[config.mk]
export PLATFORM = sky130hd
export DESIGN_NAME = wave_timer
export DESIGN_NICKNAME = d
export VERILOG_FILES = /design/src/inc/pwm_timer_pkg.sv /design/src/hw/edge_pick.sv /design/src/hw/tick_source.sv /design/src/hw/wave_timer.sv
export SDC_FILE = /design/constraint.sdc
export NUM_CORES = 1
export LEC_CHECK = 0
export BUFFER_PORTS_ARGS = -buffer_cell sky130_fd_sc_hd__buf_2
export CELL_PAD_IN_SITES_DETAIL_PLACEMENT = 1
export CELL_PAD_IN_SITES_GLOBAL_PLACEMENT = 2
export CORE_MARGIN = 5
export CORE_UTILIZATION = 37
export DETAILED_ROUTE_END_ITERATION = 8
export GPL_TIMING_DRIVEN = 0
export PLACE_DENSITY_LB_ADDON = 0.1
export SKIP_CTS_REPAIR_TIMING = 1
export SYNTH_ARGS = -nofsm -noshare
export SYNTH_HDL_FRONTEND = slang
export SYNTH_HIERARCHICAL = 1
export SYNTH_SLANG_ARGS = --single-unit
[constraint.sdc]
create_clock -name sys_clk -period 5.8 [get_ports sys_clk]
set_clock_uncertainty 0.2 [all_clocks]
set_input_delay 0.29 -clock sys_clk [delete_from_list [all_inputs] [get_ports sys_clk]]
set_output_delay 0.29 -clock sys_clk [all_outputs]
set_load 0.01 [all_outputs]
[src/inc/pwm_timer_pkg.sv]
// Constants and types shared by the waveform timer design files
`default_nettype none
package pwm_timer_pkg;

	// Counter and data register values
	localparam logic [15:0] COUNTER_RESET   = 16'hfffc;  // Counter value after reset
	localparam logic [15:0] TRIGGER_RELOAD  = 16'hfffc;  // Counter load on trigger or period end
	localparam logic [15:0] TRIGGER_CAPTURE = 16'hfffd;  // Capture value 1 load on one-pulse trigger
	localparam logic [15:0] COMPARE_RESET   = 16'h8000;  // Compare registers after reset
	localparam logic [15:0] CAPTURE_RESET   = 16'h0000;  // Capture registers after reset

	// Tick divider select codes
	localparam logic [1:0] SEL_DIV4 = 2'h0;  // CPU clock divided by 4
	localparam logic [1:0] SEL_DIV2 = 2'h1;  // CPU clock divided by 2
	localparam logic [1:0] SEL_DIV8 = 2'h2;  // CPU clock divided by 8
	localparam logic [1:0] SEL_EXT  = 2'h3;  // External clock edges

	// Prescaler terminal masks, a tick fires when the low bits are all ones
	localparam logic [2:0] MASK_DIV2 = 3'h1;  // Every 2 cycles
	localparam logic [2:0] MASK_DIV4 = 3'h3;  // Every 4 cycles
	localparam logic [2:0] MASK_DIV8 = 3'h7;  // Every 8 cycles
	localparam logic [2:0] PRESC_RESET = 3'h0;  // Prescaler after reset

	// Waveform operating modes
	typedef enum logic [1:0] {
		MODE_NORMAL,
		MODE_ONE_PULSE,
		MODE_PWM
	} timer_mode_t;

endpackage : pwm_timer_pkg
`default_nettype wire

[src/hw/edge_pick.sv]
// Selectable rising or falling edge detector for a synchronous pin
`timescale 1ns/1ps
`default_nettype none
module edge_pick
(
	// Clock and reset
	input  wire logic sys_clk,
	input  wire logic rst_n,
	// Pin and selection
	input  wire logic pin,       // Pin level, already synchronous
	input  wire logic rising,    // 1 picks rising edges, 0 falling
	// Result
	output logic      edge_seen  // One-cycle pulse on the chosen edge
);

	logic prev;       // Pin level one cycle ago
	logic next_prev;  // Next value of prev

	// Next state: remember the pin
	always_comb
	begin
		next_prev = pin;
	end

	// Registers; low after reset so a high pin at release reads as a rising edge
	always_ff @(posedge sys_clk or negedge rst_n)
	begin
		if (!rst_n)
			prev <= 1'b0;
		else
			prev <= next_prev;
	end

	// Edge decode
	assign edge_seen = rising ? (pin & ~prev) : (~pin & prev);

endmodule : edge_pick
`default_nettype wire

[src/hw/tick_source.sv]
// Timer tick generator: CPU clock prescaler or external clock edges
`timescale 1ns/1ps
`default_nettype none
module tick_source
(
	// Clock and reset
	input  wire logic       sys_clk,
	input  wire logic       rst_n,
	// Selection
	input  wire logic [1:0] tick_divider_select,  // Divider code
	input  wire logic       ext_clk,              // External timer clock pin
	input  wire logic       ext_clk_rising,       // 1 counts rising external edges
	input  wire logic       freeze,               // Halt: no ticks at all
	// Result
	output logic            tick                  // One-cycle timer tick enable
);

	logic [2:0] presc;       // Free-running prescaler
	logic [2:0] next_presc;  // Next prescaler value
	logic [2:0] mask;        // Terminal mask for the chosen divider
	logic       ext_edge;    // External clock edge pulse

	// External clock edge detection
	edge_pick ext_pick (
		.sys_clk   (sys_clk),
		.rst_n     (rst_n),
		.pin       (ext_clk),
		.rising    (ext_clk_rising),
		.edge_seen (ext_edge)
	);

	// Divider decode and prescaler advance; prescaler stops in halt too
	always_comb
	begin
		next_presc = freeze ? presc : presc + 3'h1;
		if (tick_divider_select == pwm_timer_pkg::SEL_DIV2)
			mask = pwm_timer_pkg::MASK_DIV2;
		else if (tick_divider_select == pwm_timer_pkg::SEL_DIV8)
			mask = pwm_timer_pkg::MASK_DIV8;
		else
			mask = pwm_timer_pkg::MASK_DIV4;
	end

	// Prescaler register
	always_ff @(posedge sys_clk or negedge rst_n)
	begin
		if (!rst_n)
			presc <= pwm_timer_pkg::PRESC_RESET;
		else
			presc <= next_presc;
	end

	// Tick select: external edges or prescaler terminal count
	always_comb
	begin
		if (freeze)
			tick = 1'b0;
		else if (tick_divider_select == pwm_timer_pkg::SEL_EXT)
			tick = ext_edge;
		else
			tick = ((presc & mask) == mask);
	end

endmodule : tick_source
`default_nettype wire

[src/hw/wave_timer.sv]
// Free-running 16-bit timer with capture, compare, one-pulse and PWM waveforms
`timescale 1ns/1ps
`default_nettype none
module wave_timer
(
	// Clock and reset
	input  wire logic        sys_clk,
	input  wire logic        rst_n,
	// Control bits
	input  wire logic        one_pulse_select,      // One-pulse mode request
	input  wire logic        pwm_select,            // PWM mode request
	input  wire logic        after_match_level,     // Level after compare one match
	input  wire logic        in_pulse_level,        // Level during pulse / compare two level
	input  wire logic        capture1_edge_select,  // 1 rising, 0 falling
	input  wire logic        capture2_edge_select,  // 1 rising, 0 falling
	input  wire logic        capture_irq_enable,    // Capture interrupt enable
	input  wire logic        compare_irq_enable,    // Compare interrupt enable
	input  wire logic        irq_mask,              // Global interrupt mask, 1 masks
	input  wire logic [1:0]  tick_divider_select,   // Tick source code
	input  wire logic        ext_clk_rising,        // External clock edge choice
	input  wire logic        compare1_pin_enable,   // Route waveform to pin one
	input  wire logic        compare2_pin_enable,   // Route compare two to pin two, normal mode only
	// Power state
	input  wire logic        wait_state,            // Wait state, no effect on timer
	input  wire logic        halt_state,            // Halt state, timer frozen
	// Host accesses, one-cycle strobes
	input  wire logic        status_read,           // Status register read
	input  wire logic        capture1_high_read,    // Capture one high byte read
	input  wire logic        capture1_low_access,   // Capture one low byte access
	input  wire logic        capture2_high_read,    // Capture two high byte read
	input  wire logic        capture2_low_access,   // Capture two low byte access
	input  wire logic        compare1_high_write,   // Compare one high byte write
	input  wire logic        compare1_low_write,    // Compare one low byte write
	input  wire logic        compare2_high_write,   // Compare two high byte write
	input  wire logic        compare2_low_write,    // Compare two low byte write
	input  wire logic [7:0]  write_data,            // Byte written
	// Pins
	input  wire logic        capture_pin_one,       // Capture / trigger input one
	input  wire logic        capture_pin_two,       // Capture input two
	input  wire logic        ext_clk,               // External timer clock
	output logic             compare_output_pin_one,      // Waveform pin one
	output logic             compare_output_pin_one_oe,   // Pin one driven by timer
	output logic             compare_output_pin_two,      // Compare two pin
	output logic             compare_output_pin_two_oe,   // Pin two driven by timer
	// Status and data
	output logic             capture_flag_one,      // Capture flag one
	output logic             capture_flag_two,      // Capture flag two
	output logic             compare_flag_one,      // Compare flag one
	output logic             compare_flag_two,      // Compare flag two
	output logic [15:0]      capture_value_one,     // Capture register one
	output logic [15:0]      capture_value_two,     // Capture register two
	output logic [15:0]      compare_value_one,     // Compare register one
	output logic [15:0]      compare_value_two,     // Compare register two
	output logic [15:0]      counter,               // Free-running counter
	output logic             timer_irq              // Interrupt and wake request
);

	pwm_timer_pkg::timer_mode_t mode;  // Decoded operating mode
	logic tick;                        // Timer tick enable
	logic edge1;                       // Capture pin one edge
	logic edge2;                       // Capture pin two edge
	logic match1;                      // Compare one match this tick
	logic match2;                      // Compare two match this tick
	logic halt_prev;                   // Halt level one cycle ago
	logic halt_exit;                   // Halt just ended

	// State and next values
	logic [15:0] next_counter, next_cap1, next_cap2, next_cmp1, next_cmp2;
	logic [7:0]  cmp1_high, cmp2_high;            // Staged high bytes
	logic [7:0]  next_cmp1_high, next_cmp2_high;
	logic        cmp1_hold, cmp2_hold;            // Compare inhibited after high write
	logic        next_cmp1_hold, next_cmp2_hold;
	logic        cap1_hold, cap2_hold;            // Capture inhibited after high read
	logic        next_cap1_hold, next_cap2_hold;
	logic        next_capture_flag_one, next_capture_flag_two, next_compare_flag_one, next_compare_flag_two;
	logic [3:0]  clr_armed, next_clr_armed;       // Status read seen: capture_flag_one,capture_flag_two,compare_flag_one,compare_flag_two
	logic        next_pin1, next_pin2;
	logic [1:0]  halt_armed, next_halt_armed;     // Edges caught during halt

	// Compare is live only when not inhibited and a tick falls on the value
	function automatic logic hit(input logic t, input logic [15:0] c, input logic [15:0] v,
		input logic inhibit);
		hit = t & ~inhibit & (c == v);
	endfunction : hit

	// Sticky flag: set wins over the armed clear
	function automatic logic flag_next(input logic cur, input logic set, input logic clr);
		flag_next = set | (cur & ~clr);
	endfunction : flag_next

	// Tick source, frozen in halt
	tick_source ticks (
		.sys_clk             (sys_clk),
		.rst_n               (rst_n),
		.tick_divider_select (tick_divider_select),
		.ext_clk             (ext_clk),
		.ext_clk_rising      (ext_clk_rising),
		.freeze              (halt_state),
		.tick                (tick)
	);

	// Capture edge detectors
	edge_pick pick1 (
		.sys_clk   (sys_clk),
		.rst_n     (rst_n),
		.pin       (capture_pin_one),
		.rising    (capture1_edge_select),
		.edge_seen (edge1)
	);
	edge_pick pick2 (
		.sys_clk   (sys_clk),
		.rst_n     (rst_n),
		.pin       (capture_pin_two),
		.rising    (capture2_edge_select),
		.edge_seen (edge2)
	);

	// Mode decode; PWM overrides one-pulse
	always_comb
	begin
		if (pwm_select)
			mode = pwm_timer_pkg::MODE_PWM;
		else if (one_pulse_select)
			mode = pwm_timer_pkg::MODE_ONE_PULSE;
		else
			mode = pwm_timer_pkg::MODE_NORMAL;
	end

	assign halt_exit = halt_prev & ~halt_state;
	assign match1 = hit(tick, counter, compare_value_one, cmp1_hold);
	assign match2 = hit(tick, counter, compare_value_two, cmp2_hold);

	// Next-state logic for the whole timer; wait_state is deliberately unused here
	always_comb
	begin
		next_counter = counter;
		next_cap1 = capture_value_one;
		next_cap2 = capture_value_two;
		next_cmp1 = compare_value_one;
		next_cmp2 = compare_value_two;
		next_cmp1_high = cmp1_high;
		next_cmp2_high = cmp2_high;
		next_cmp1_hold = cmp1_hold;
		next_cmp2_hold = cmp2_hold;
		next_cap1_hold = cap1_hold;
		next_cap2_hold = cap2_hold;
		next_pin1 = compare_output_pin_one;
		next_pin2 = compare_output_pin_two;
		next_halt_armed = halt_armed;
		// Flag clear: status read arms, low-byte access clears
		next_clr_armed = clr_armed;
		if (status_read)
			next_clr_armed = next_clr_armed | {capture_flag_one, capture_flag_two,
				compare_flag_one, compare_flag_two};
		next_capture_flag_one = flag_next(capture_flag_one, 1'b0, clr_armed[3] & capture1_low_access);
		next_capture_flag_two = flag_next(capture_flag_two, 1'b0, clr_armed[2] & capture2_low_access);
		next_compare_flag_one = flag_next(compare_flag_one, 1'b0, clr_armed[1] & compare1_low_write);
		next_compare_flag_two = flag_next(compare_flag_two, 1'b0, clr_armed[0] & compare2_low_write);
		if (capture1_low_access)
			next_clr_armed[3] = 1'b0;
		if (capture2_low_access)
			next_clr_armed[2] = 1'b0;
		if (compare1_low_write)
			next_clr_armed[1] = 1'b0;
		if (compare2_low_write)
			next_clr_armed[0] = 1'b0;
		// Capture inhibit after a high-byte read, lifted by the low access
		if (capture1_high_read)
			next_cap1_hold = 1'b1;
		if (capture1_low_access)
			next_cap1_hold = 1'b0;
		if (capture2_high_read)
			next_cap2_hold = 1'b1;
		if (capture2_low_access)
			next_cap2_hold = 1'b0;
		// Compare writes: high byte stages and inhibits, low byte commits
		if (compare1_high_write)
		begin
			next_cmp1_high = write_data;
			next_cmp1_hold = 1'b1;
		end
		if (compare1_low_write)
		begin
			next_cmp1 = {cmp1_high, write_data};
			next_cmp1_hold = 1'b0;
		end
		if (compare2_high_write)
		begin
			next_cmp2_high = write_data;
			next_cmp2_hold = 1'b1;
		end
		if (compare2_low_write)
		begin
			next_cmp2 = {cmp2_high, write_data};
			next_cmp2_hold = 1'b0;
		end
		if (halt_state)
		begin
			// Counter and capture registers hold; edges only arm the capture logic, pin one edges in normal mode only
			if (edge1 && mode == pwm_timer_pkg::MODE_NORMAL)
				next_halt_armed[1] = 1'b1;
			if (edge2)
				next_halt_armed[0] = 1'b1;
		end
		else
		begin
			// Counter advance and wrap
			if (tick)
				next_counter = counter + 16'h0001;
			case (mode)
				pwm_timer_pkg::MODE_PWM:
				begin
					// Pin one driven by both compares; no compare flags
					if (match1)
						next_pin1 = after_match_level;
					if (match2)
					begin
						next_pin1 = in_pulse_level;
						next_counter = pwm_timer_pkg::TRIGGER_RELOAD;
						next_capture_flag_one = 1'b1;
					end
				end
				pwm_timer_pkg::MODE_ONE_PULSE:
				begin
					// Compare one only ends the pulse; compare two flags time only
					if (match1)
						next_pin1 = after_match_level;
					if (match2)
						next_compare_flag_two = 1'b1;
					if (edge1)
					begin
						next_counter = pwm_timer_pkg::TRIGGER_RELOAD;
						next_pin1 = in_pulse_level;
						next_capture_flag_one = 1'b1;
						next_cap1 = pwm_timer_pkg::TRIGGER_CAPTURE;
					end
				end
				default:
				begin
					// Plain compare and capture one
					if (match1)
					begin
						next_pin1 = after_match_level;
						next_compare_flag_one = 1'b1;
					end
					if (match2)
					begin
						next_pin2 = in_pulse_level;
						next_compare_flag_two = 1'b1;
					end
					if (edge1 && !cap1_hold)
					begin
						next_cap1 = counter;
						next_capture_flag_one = 1'b1;
					end
				end
			endcase
			// Capture two works in every mode; pin one captures in normal, triggers in one-pulse, is ignored in PWM
			if (edge2 && !cap2_hold)
			begin
				next_cap2 = counter;
				next_capture_flag_two = 1'b1;
			end
			// Edges armed during halt are taken with the value at exit
			if (halt_exit && halt_armed[1])
			begin
				next_cap1 = counter;
				next_capture_flag_one = 1'b1;
			end
			if (halt_exit && halt_armed[0])
			begin
				next_cap2 = counter;
				next_capture_flag_two = 1'b1;
			end
			if (halt_exit)
				next_halt_armed = 2'h0;
		end
	end

	// Timer registers; a reset wake restarts the counter from its reset value
	always_ff @(posedge sys_clk or negedge rst_n)
	begin
		if (!rst_n)
		begin
			counter <= pwm_timer_pkg::COUNTER_RESET;
			capture_value_one <= pwm_timer_pkg::CAPTURE_RESET;
			capture_value_two <= pwm_timer_pkg::CAPTURE_RESET;
			compare_value_one <= pwm_timer_pkg::COMPARE_RESET;
			compare_value_two <= pwm_timer_pkg::COMPARE_RESET;
			cmp1_high <= 8'h00;
			cmp2_high <= 8'h00;
			cmp1_hold <= 1'b0;
			cmp2_hold <= 1'b0;
			cap1_hold <= 1'b0;
			cap2_hold <= 1'b0;
			capture_flag_one <= 1'b0;
			capture_flag_two <= 1'b0;
			compare_flag_one <= 1'b0;
			compare_flag_two <= 1'b0;
			clr_armed <= 4'h0;
			compare_output_pin_one <= 1'b0;
			compare_output_pin_two <= 1'b0;
			halt_armed <= 2'h0;
			halt_prev <= 1'b0;
		end
		else
		begin
			counter <= next_counter;
			capture_value_one <= next_cap1;
			capture_value_two <= next_cap2;
			compare_value_one <= next_cmp1;
			compare_value_two <= next_cmp2;
			cmp1_high <= next_cmp1_high;
			cmp2_high <= next_cmp2_high;
			cmp1_hold <= next_cmp1_hold;
			cmp2_hold <= next_cmp2_hold;
			cap1_hold <= next_cap1_hold;
			cap2_hold <= next_cap2_hold;
			capture_flag_one <= next_capture_flag_one;
			capture_flag_two <= next_capture_flag_two;
			compare_flag_one <= next_compare_flag_one;
			compare_flag_two <= next_compare_flag_two;
			clr_armed <= next_clr_armed;
			compare_output_pin_one <= next_pin1;
			compare_output_pin_two <= next_pin2;
			halt_armed <= next_halt_armed;
			halt_prev <= halt_state;
		end
	end

	// Pin routing: the enables never gate the internal compare
	assign compare_output_pin_one_oe = compare1_pin_enable;
	assign compare_output_pin_two_oe = compare2_pin_enable & (mode == pwm_timer_pkg::MODE_NORMAL);

	// One request line serves interrupt and wake from wait alike
	assign timer_irq = ~irq_mask &
		((capture_irq_enable & (capture_flag_one | capture_flag_two)) |
		(compare_irq_enable & (compare_flag_one | compare_flag_two)));

	a_opm_trigger_load: assert property (@(posedge sys_clk) disable iff (!rst_n)
		(mode == pwm_timer_pkg::MODE_ONE_PULSE && !halt_state && edge1) |=> (counter == 16'hfffc
		&& capture_value_one == 16'hfffd && capture_flag_one && compare_output_pin_one == $past(in_pulse_level)))
		else $error("one-pulse trigger did not load counter, capture or pin");
	a_capture_irq_out: assert property (@(posedge sys_clk) disable iff (!rst_n)
		(capture_flag_one && capture_irq_enable && !irq_mask) |-> timer_irq)
		else $error("capture flag one did not raise the interrupt");
	a_flag_clear_order: assert property (@(posedge sys_clk) disable iff (!rst_n)
		(capture_flag_one && !clr_armed[3]) |=> capture_flag_one)
		else $error("capture flag one cleared without a status read");
	a_opm_pulse_end: assert property (@(posedge sys_clk) disable iff (!rst_n)
		(mode == pwm_timer_pkg::MODE_ONE_PULSE && !halt_state && match1 && !edge1)
		|=> compare_output_pin_one == $past(after_match_level))
		else $error("compare one match did not end the pulse");
	a_opm_no_compare_flag_one: assert property (@(posedge sys_clk) disable iff (!rst_n)
		(mode == pwm_timer_pkg::MODE_ONE_PULSE && !compare_flag_one) |=> !compare_flag_one)
		else $error("compare flag one set in one-pulse mode");
	a_pwm_no_ocf: assert property (@(posedge sys_clk) disable iff (!rst_n)
		(pwm_select && !compare_flag_one && !compare_flag_two)
		|=> !compare_flag_one && !compare_flag_two)
		else $error("compare flag set in PWM mode");
	a_pwm_period_end: assert property (@(posedge sys_clk) disable iff (!rst_n)
		(pwm_select && !halt_state && match2) |=> (counter == 16'hfffc && capture_flag_one
		&& compare_output_pin_one == $past(in_pulse_level)))
		else $error("PWM period end did not reload or flag");
	a_halt_freeze: assert property (@(posedge sys_clk) disable iff (!rst_n)
		(halt_state && $past(halt_state)) |-> $stable(counter) && $stable(capture_value_two))
		else $error("timer moved during halt");
	a_compare_inhibit: assert property (@(posedge sys_clk) disable iff (!rst_n)
		(compare1_high_write && !compare1_low_write) |=> !match1)
		else $error("compare one matched while inhibited");
	a_pwm_ignores_pin1: assert property (@(posedge sys_clk) disable iff (!rst_n)
		(pwm_select && edge1 && !match2 && !(halt_exit && halt_armed[1]))
		|=> $stable(capture_value_one))
		else $error("capture pin one acted in PWM mode");

endmodule : wave_timer
`default_nettype wire

* After elaboration in Yosys (flattened, before gate mapping)
Index checks and enable logic that the tools add are counted.
** Word-level totals
- Flip-flop bits (word level) :: 119
- Output and inout bits :: 89
- Logic and storage cells :: 165
** Operators by class
- $add $sub $neg :: 2
- Equality and inequality tests :: 12
- Multiplexer cells :: 55
- Bitwise operators :: 43
- Reductions and logical operators :: 25
** Operator list (count)
- $mux 16 :: 8
- $pmux 16 s2 :: 2
- $mux 1 :: 37
- $eq 16x16->1 :: 2
- $and 1x1->1 :: 23
- $reduce_bool 2->1 :: 10
- $add 16x1->16 const B :: 1
- $not 1->1 :: 15
- $eq 2x2->1 const B :: 3
- $mux 2 :: 3
- $mux 3 :: 2
- $reduce_and 2->1 :: 3
- $logic_and 1x1->1 :: 5
- $eq 2x1->1 const B :: 2
- $mux 4 :: 1
- $ne 2x1->1 const B :: 2
- $or 4x4->4 :: 1
- $pmux 1 s2 :: 2
- $reduce_and 4->1 :: 1
- $add 3x1->3 const B :: 1
- $and 3x3->3 :: 1
- $eq 3x3->1 :: 1
- $ne 3x3->1 const B :: 1
- $or 1x1->1 :: 3
- 6 further kinds :: 7

* Depth between registers and ports, before layout
- Depth after elaboration :: 13
- Mapped depth :: 12
- Gate-level depth less buffers :: 11

* Cells and area by module
Netlist, hierarchy kept.
** By module, submodules not included
- wave_timer :: times used 1, cells an instance 417, area an instance 4973.5 µm², sequential area each 2847.7 µm²
- tick_source :: times used 1, cells an instance 14, area an instance 162.7 µm², sequential area each 75.1 µm²
- edge_pick :: times used 3, cells an instance 4, area an instance 47.5 µm², sequential area each 25.0 µm²

* Worst setup path after synthesis
Ideal clock, no wire load.
- Kind :: reg-to-reg
- From :: register ticks.ext_pick.prev
- To :: register compare_output_pin_two
- Data arrival time :: 2003 ps
- Slack :: 3472 ps
- Stages on the path, launching flop included :: 12
- Buffers on the path :: 0
- Period minus slack after synthesis :: 2328 ps
- Cell sequence :: dfrtp_1 > nand3b_1 > o21ai_2 > mux2_1 > and3_1 > a41o_1 > nor2b_1 > nand4_1 > nor3_2 > nand3_1 > nor3_1 > mux2_2
** Between the ends
- Cells in the longest elaborated chain, start to end :: 8
- Elaborated cells between the ends (all ways) :: 9
- Those cells by class :: mux: 3; bitwise: 5; reduce/logical: 1
** Ends and longest elaborated chain
- start: declaration :: line edge_pick.sv:16 : logic prev;
- start signal: assignment :: line edge_pick.sv:31 : prev <= next_prev;
- $not 1->1 :: line edge_pick.sv:35 : assign edge_seen = rising ? (pin & ~prev) : (~pin & prev);
- $and 1x1->1 :: line edge_pick.sv:35
- $mux 1 * :: line edge_pick.sv:35
- via ticks.ext_edge :: line tick_source.sv:21 : logic ext_edge;
- $mux 1 * :: line tick_source.sv:58 : else if (tick_divider_select == pwm_timer_pkg::SEL_EXT)
- $mux 1 * :: line tick_source.sv:56 : if (freeze)
- via tick :: line wave_timer.sv:59 : logic tick;
- $and 1x1->1 * (2 in series) :: line wave_timer.sv:83 : hit = t & ~inhibit & (c == v);
- $reduce_and 3->1 (no source line) *
- end signal: assignment :: line wave_timer.sv:325 : compare_output_pin_two <= next_pin2;
- end: declaration :: line wave_timer.sv:43 : output logic compare_output_pin_two,
The timed path passes the listed nets; every way through them passes the cells marked *.
A chain may end at the register's enable or synchronous reset.

* Worst setup path in the final report
- From :: input ext_clk
- To :: register compare_output_pin_two
** Between the ends
- Cells in the longest elaborated chain, start to end :: 8
- Elaborated cells between the ends (all ways) :: 9
- Those cells by class :: mux: 3; bitwise: 5; reduce/logical: 1
** Ends and longest elaborated chain
- start: declaration :: line wave_timer.sv:40 : input wire logic ext_clk,
- $not 1->1 :: line edge_pick.sv:35
- $and 1x1->1 :: line edge_pick.sv:35
- $mux 1 * :: line edge_pick.sv:35
- via ticks.ext_edge :: line tick_source.sv:21
- $mux 1 * :: line tick_source.sv:58
- $mux 1 * :: line tick_source.sv:56
- via tick :: line wave_timer.sv:59
- $and 1x1->1 * (2 in series) :: line wave_timer.sv:83
- $reduce_and 3->1 (no source line) *
Marked as above.

==> results.rst <==
.. list-table::
   :header-rows: 1

   * - Metric
     - Value
   * - Status
     - finished clean
   * - Unrepaired setup endpoints after global routing
     - false
   * - Buffers & Inverters on Critical Path
     - 2
   * - DIE AREA
     - 16800 µm²
   * - Area grow syn2layout
     - 33.4%
   * - Floorplan core area
     - between 10000 and 15000 µm²
   * - Hold Crit Endpoint
     - clr_armed[2]
   * - Final worst slack
     - 2790 ps
   * - TritonCTS clock tree
     - yes
   * - Routability congestion estimate
     - 0.758
   * - Chip Width
     - 129 µm
   * - Utilization after layout
     - 0.505
   * - Die boundary height
     - 129 µm
   * - Final period util
     - 0.519
   * - Mapped Cells
     - 443
   * - Via density per instance
     - between 4 and 5
   * - First-pass GRT wire length
     - 23700 µm
   * - Synthesized Nets
     - 483
   * - Max-slew violations
     - 0
   * - Count of final setup violators
     - 0
   * - Number of synthesized register bits
     - roughly 120
   * - Instance area after placement
     - 6140 µm²
   * - Post-detail-place hpwl
     - around 11000 µm
   * - Largest net degree at the start of global routing
     - between 90 and 100
   * - Yosys warns
     - 6
   * - Post-route worst hold slack
     - 6.76 ps
   * - Instance count along the most critical hold path
     - 3
   * - Total power draw
     - approximately 3.2 mW
   * - Routed len/inst
     - 18.8 µm
   * - Number of enable-type register cells in the synthesized netlist
     - 0
   * - Detailed-routing iteration count for the pre-antenna-repair pass
     - 4
   * - P_sw
     - about 0.93 mW
   * - Part of the total power dissipated in combinational logic
     - 0.242
   * - Initial antenna violation count
     - 0
   * - Adder-cell share of the synthesized area
     - 0.00474
   * - Fraction of registers with async set/reset
     - 1.00
   * - Final total negative setup slack
     - 0 ps
   * - Compound-cell area share of the yosys netlist
     - 0.0581
   * - Final critical delay including setup and external delays
     - 3010 ps
   * - Cell depth of the worst flop-to-flop path
     - 11
   * - Synthesized-area fraction occupied by xor and xnor cells
     - 0.0794
   * - Proportion of synthesized area in mux cells
     - 0.145
   * - Vias in the first global route
     - 4146
   * - Required time worst endpoint
     - 5900 ps
   * - Peak supply drop
     - 213 µV
   * - Cell area after technology mapping
     - 5280 µm²
   * - Clock network latency to the later pin of the worst-skew pair
     - 420 ps
   * - Ys flop type
     - dfrtp_1
   * - Non-filler cells in the finished layout
     - between 700 and 800
   * - Count of maximum capacitance violations
     - 0
   * - Min-delay worst type
     - in2reg
   * - CP endpoint kind
     - register
   * - Remaining DRCs
     - 0
   * - Register area share after synthesis
     - 0.568
   * - Post-synthesis area per instance
     - 11.9 µm²
   * - Number of buffers on the longest clock path
     - 2
   * - Leading cell types by count after synthesis
     - dfrtp_1, mux2_2, nor2_1
   * - Number of top-level design ports
     - 127
   * - Inserted Clock Buffers
     - 17
   * - Critical Path Max Stage Delay
     - 520 ps
   * - Achievable Freq
     - 332 MHz
   * - Switching part of the total power
     - 0.291
   * - Slowest cell on the critical path
     - dlygate4sd3_1
   * - Number of clock sinks
     - 119
   * - Top fanout value on the critical path
     - 4
   * - Number of nets in the layout
     - 642
   * - Critical-path cell list
     - dlygate4sd3_1, buf_2, nand2b_1, o21ai_2, mux2_1, and3_1, a41o_1, nor2b_1, nand4_1, nor3_2, nand3_1, nor3_1, mux2_2
   * - Crit start category
     - input pin
   * - Number of diodes
     - 0
   * - Seq pwr share
     - 0.364
   * - Largest family of logic cells by synthesized area
     - multiplexers
   * - Pwr per Cell Area
     - 456 nW/µm²
   * - Number of H-tree levels
     - 4
   * - Port Buf Inserts
     - 120
   * - Cell with the most instances after synthesis
     - dfrtp_1
   * - Count of different cell masters after synthesis
     - 45
   * - Final wirelength
     - ~15000 µm
   * - Clock transition at path regs
     - 50 ps
   * - Worst flop-to-flop path endpoint
     - compare_output_pin_two
   * - Routed via count
     - 3881
   * - Sequential standard cell area
     - 3000 µm²
   * - LEAKAGE
     - 3.08 nW
   * - Number of filler cells placed in the layout
     - 1515
   * - Fraction of synthesized cell area taken by the top area cell type
     - 0.488
   * - GR Overflow Total
     - 0
   * - Worst reg2reg setup slack
     - 2980 ps
   * - Main area contributors after synthesis
     - dfrtp_1, mux2_2, dfstp_2, xnor2_1, nor2_1
   * - Post-placement cell count
     - between 700 and 800
   * - DR iter-0 viols
     - 155
   * - Final Hold Viols
     - 0
   * - WP data arrival
     - roughly 3100 ps
   * - Pre-CTS setup slack
     - 2870 ps
   * - Antenna viol nets, final
     - 0
   * - Worst Min Path Start
     - status_read
   * - Multi-input logic area
     - 2090 µm²
   * - Int Pwr
     - 2.28 mW
   * - Number of cell rows
     - 43
   * - Post-Layout Inst Area
     - 7040 µm²
   * - Pin slew with the least headroom to its limit
     - about 730 ps
   * - Share of total power in the clock network
     - 0.395
   * - Launching point of the worst reg2reg path
     - ticks/ext_pick/prev
   * - Initial cell density of the core
     - 0.379
   * - Clock root cell
     - clkbuf_16
   * - Dominant cell type by area after synthesis
     - dfrtp_1
   * - Family with the most delay on the worst path
     - simple AND/OR/NAND/NOR gates
   * - Fraction of the mapped netlist area in simple logic gates
     - 0.109
   * - Max-slew headroom
     - 0.512
   * - Critical path start-end classification
     - in2reg
   * - Tot GR Track Use
     - 0.188
   * - Layout cells sized above 1
     - 0.434
[cell usage in the layout (no fill, tap or decap), types with 3 or more instances in the layout]
cell,Yosys,layout
buf_6,4,5
dlygate4sd3_1,0,19
nand2b_1,4,4
dfstp_2,16,16
o21ai_2,3,3
o21ai_0,10,10
nor2b_1,4,4
inv_1,8,8
and3_1,4,4
nand2_1,27,27
nand2_2,3,3
buf_4,3,3
a21oi_1,26,26
nor3_1,3,3
xnor2_1,34,34
bufinv_16,0,7
nand3_1,5,5
clkinvlp_4,0,4
clkbuf_8,0,3
buf_2,11,130
dfrtp_1,103,103
nand3b_1,4,4
mux2_2,66,66
nand4_1,9,9
nor2_1,48,48
xor2_1,12,12
clkbuf_16,0,17
clkbuf_1,8,8
[power by group through the flow]
stage          Sequential (mW)  Clock, mW  Combinational (mW)
2_1_floorplan             1.22          0               0.389
3_3_place_gp              1.17          0               0.753
3_5_place_dp              1.18          0               0.774
4_1_cts                   1.17       1.29               0.782
5_1_grt                   1.20       1.32               0.859
6_report                  1.17       1.27               0.776
[layer usage]
layer,global-route usage,vias up,share of wire
met4,0.0697,0,0.016
li1,-,1832,-
met1,0.257,1932,0.46
met5,0,-,0
met3,0.0371,23,0.048
met2,0.297,94,0.48
[worst reg2reg max path: stages (launching register included)]
cell and delay, ps:
dfrtp_1 370, nand3b_1 160, o21ai_2 60, mux2_1 140, and3_1 160, a41o_1 190
nor2b_1 150, nand4_1 140, nor3_2 350, nand3_1 200, nor3_1 210, mux2_2 360
[flip-flops by register name (all words and copies together) (netlist names), 2 cells and up]
register,cells
compare_value_one,16
ticks/presc,3
halt_armed,2
cmp2_high,8
cmp1_high,8
capture_value_one,16
compare_value_two,16
counter,16
clr_armed,4
capture_value_two,16
[layout make-up]
cell class                      instances  area share
Multi-Input combinational cell        288       0.297
Buffer                                 28      0.0227
Clock inverter                         12      0.0348
Inverter                                8     0.00427
Timing Repair Buffer                  140       0.117
Sequential cell                       119       0.426
Tap cell                              180      0.0320
Clock buffer                           20      0.0663
[how the worst max path moves through the flow]
stage	startpoint	endpoint	cells after the start
CTS	ticks/ext_pick/prev	compare_output_pin_two	11
global placement	rst_n	cmp2_high[5]	1
floorplan	ticks/ext_pick/prev	compare_output_pin_two	11
finish	ext_clk	compare_output_pin_two	13
detailed placement	ext_clk	compare_output_pin_two	12
global route	ext_clk	compare_output_pin_two	13
[cells by family after synthesis]
kind of cell	count (synthesis)
AOI/OAI and AO/OA	51
xor gates and xnor gates	47
adders and majority gates	2
buffers and inverters	36
DFF	119
muxes	68
and+or+nand+nor	120
Power figures use the tool's default switching activity.
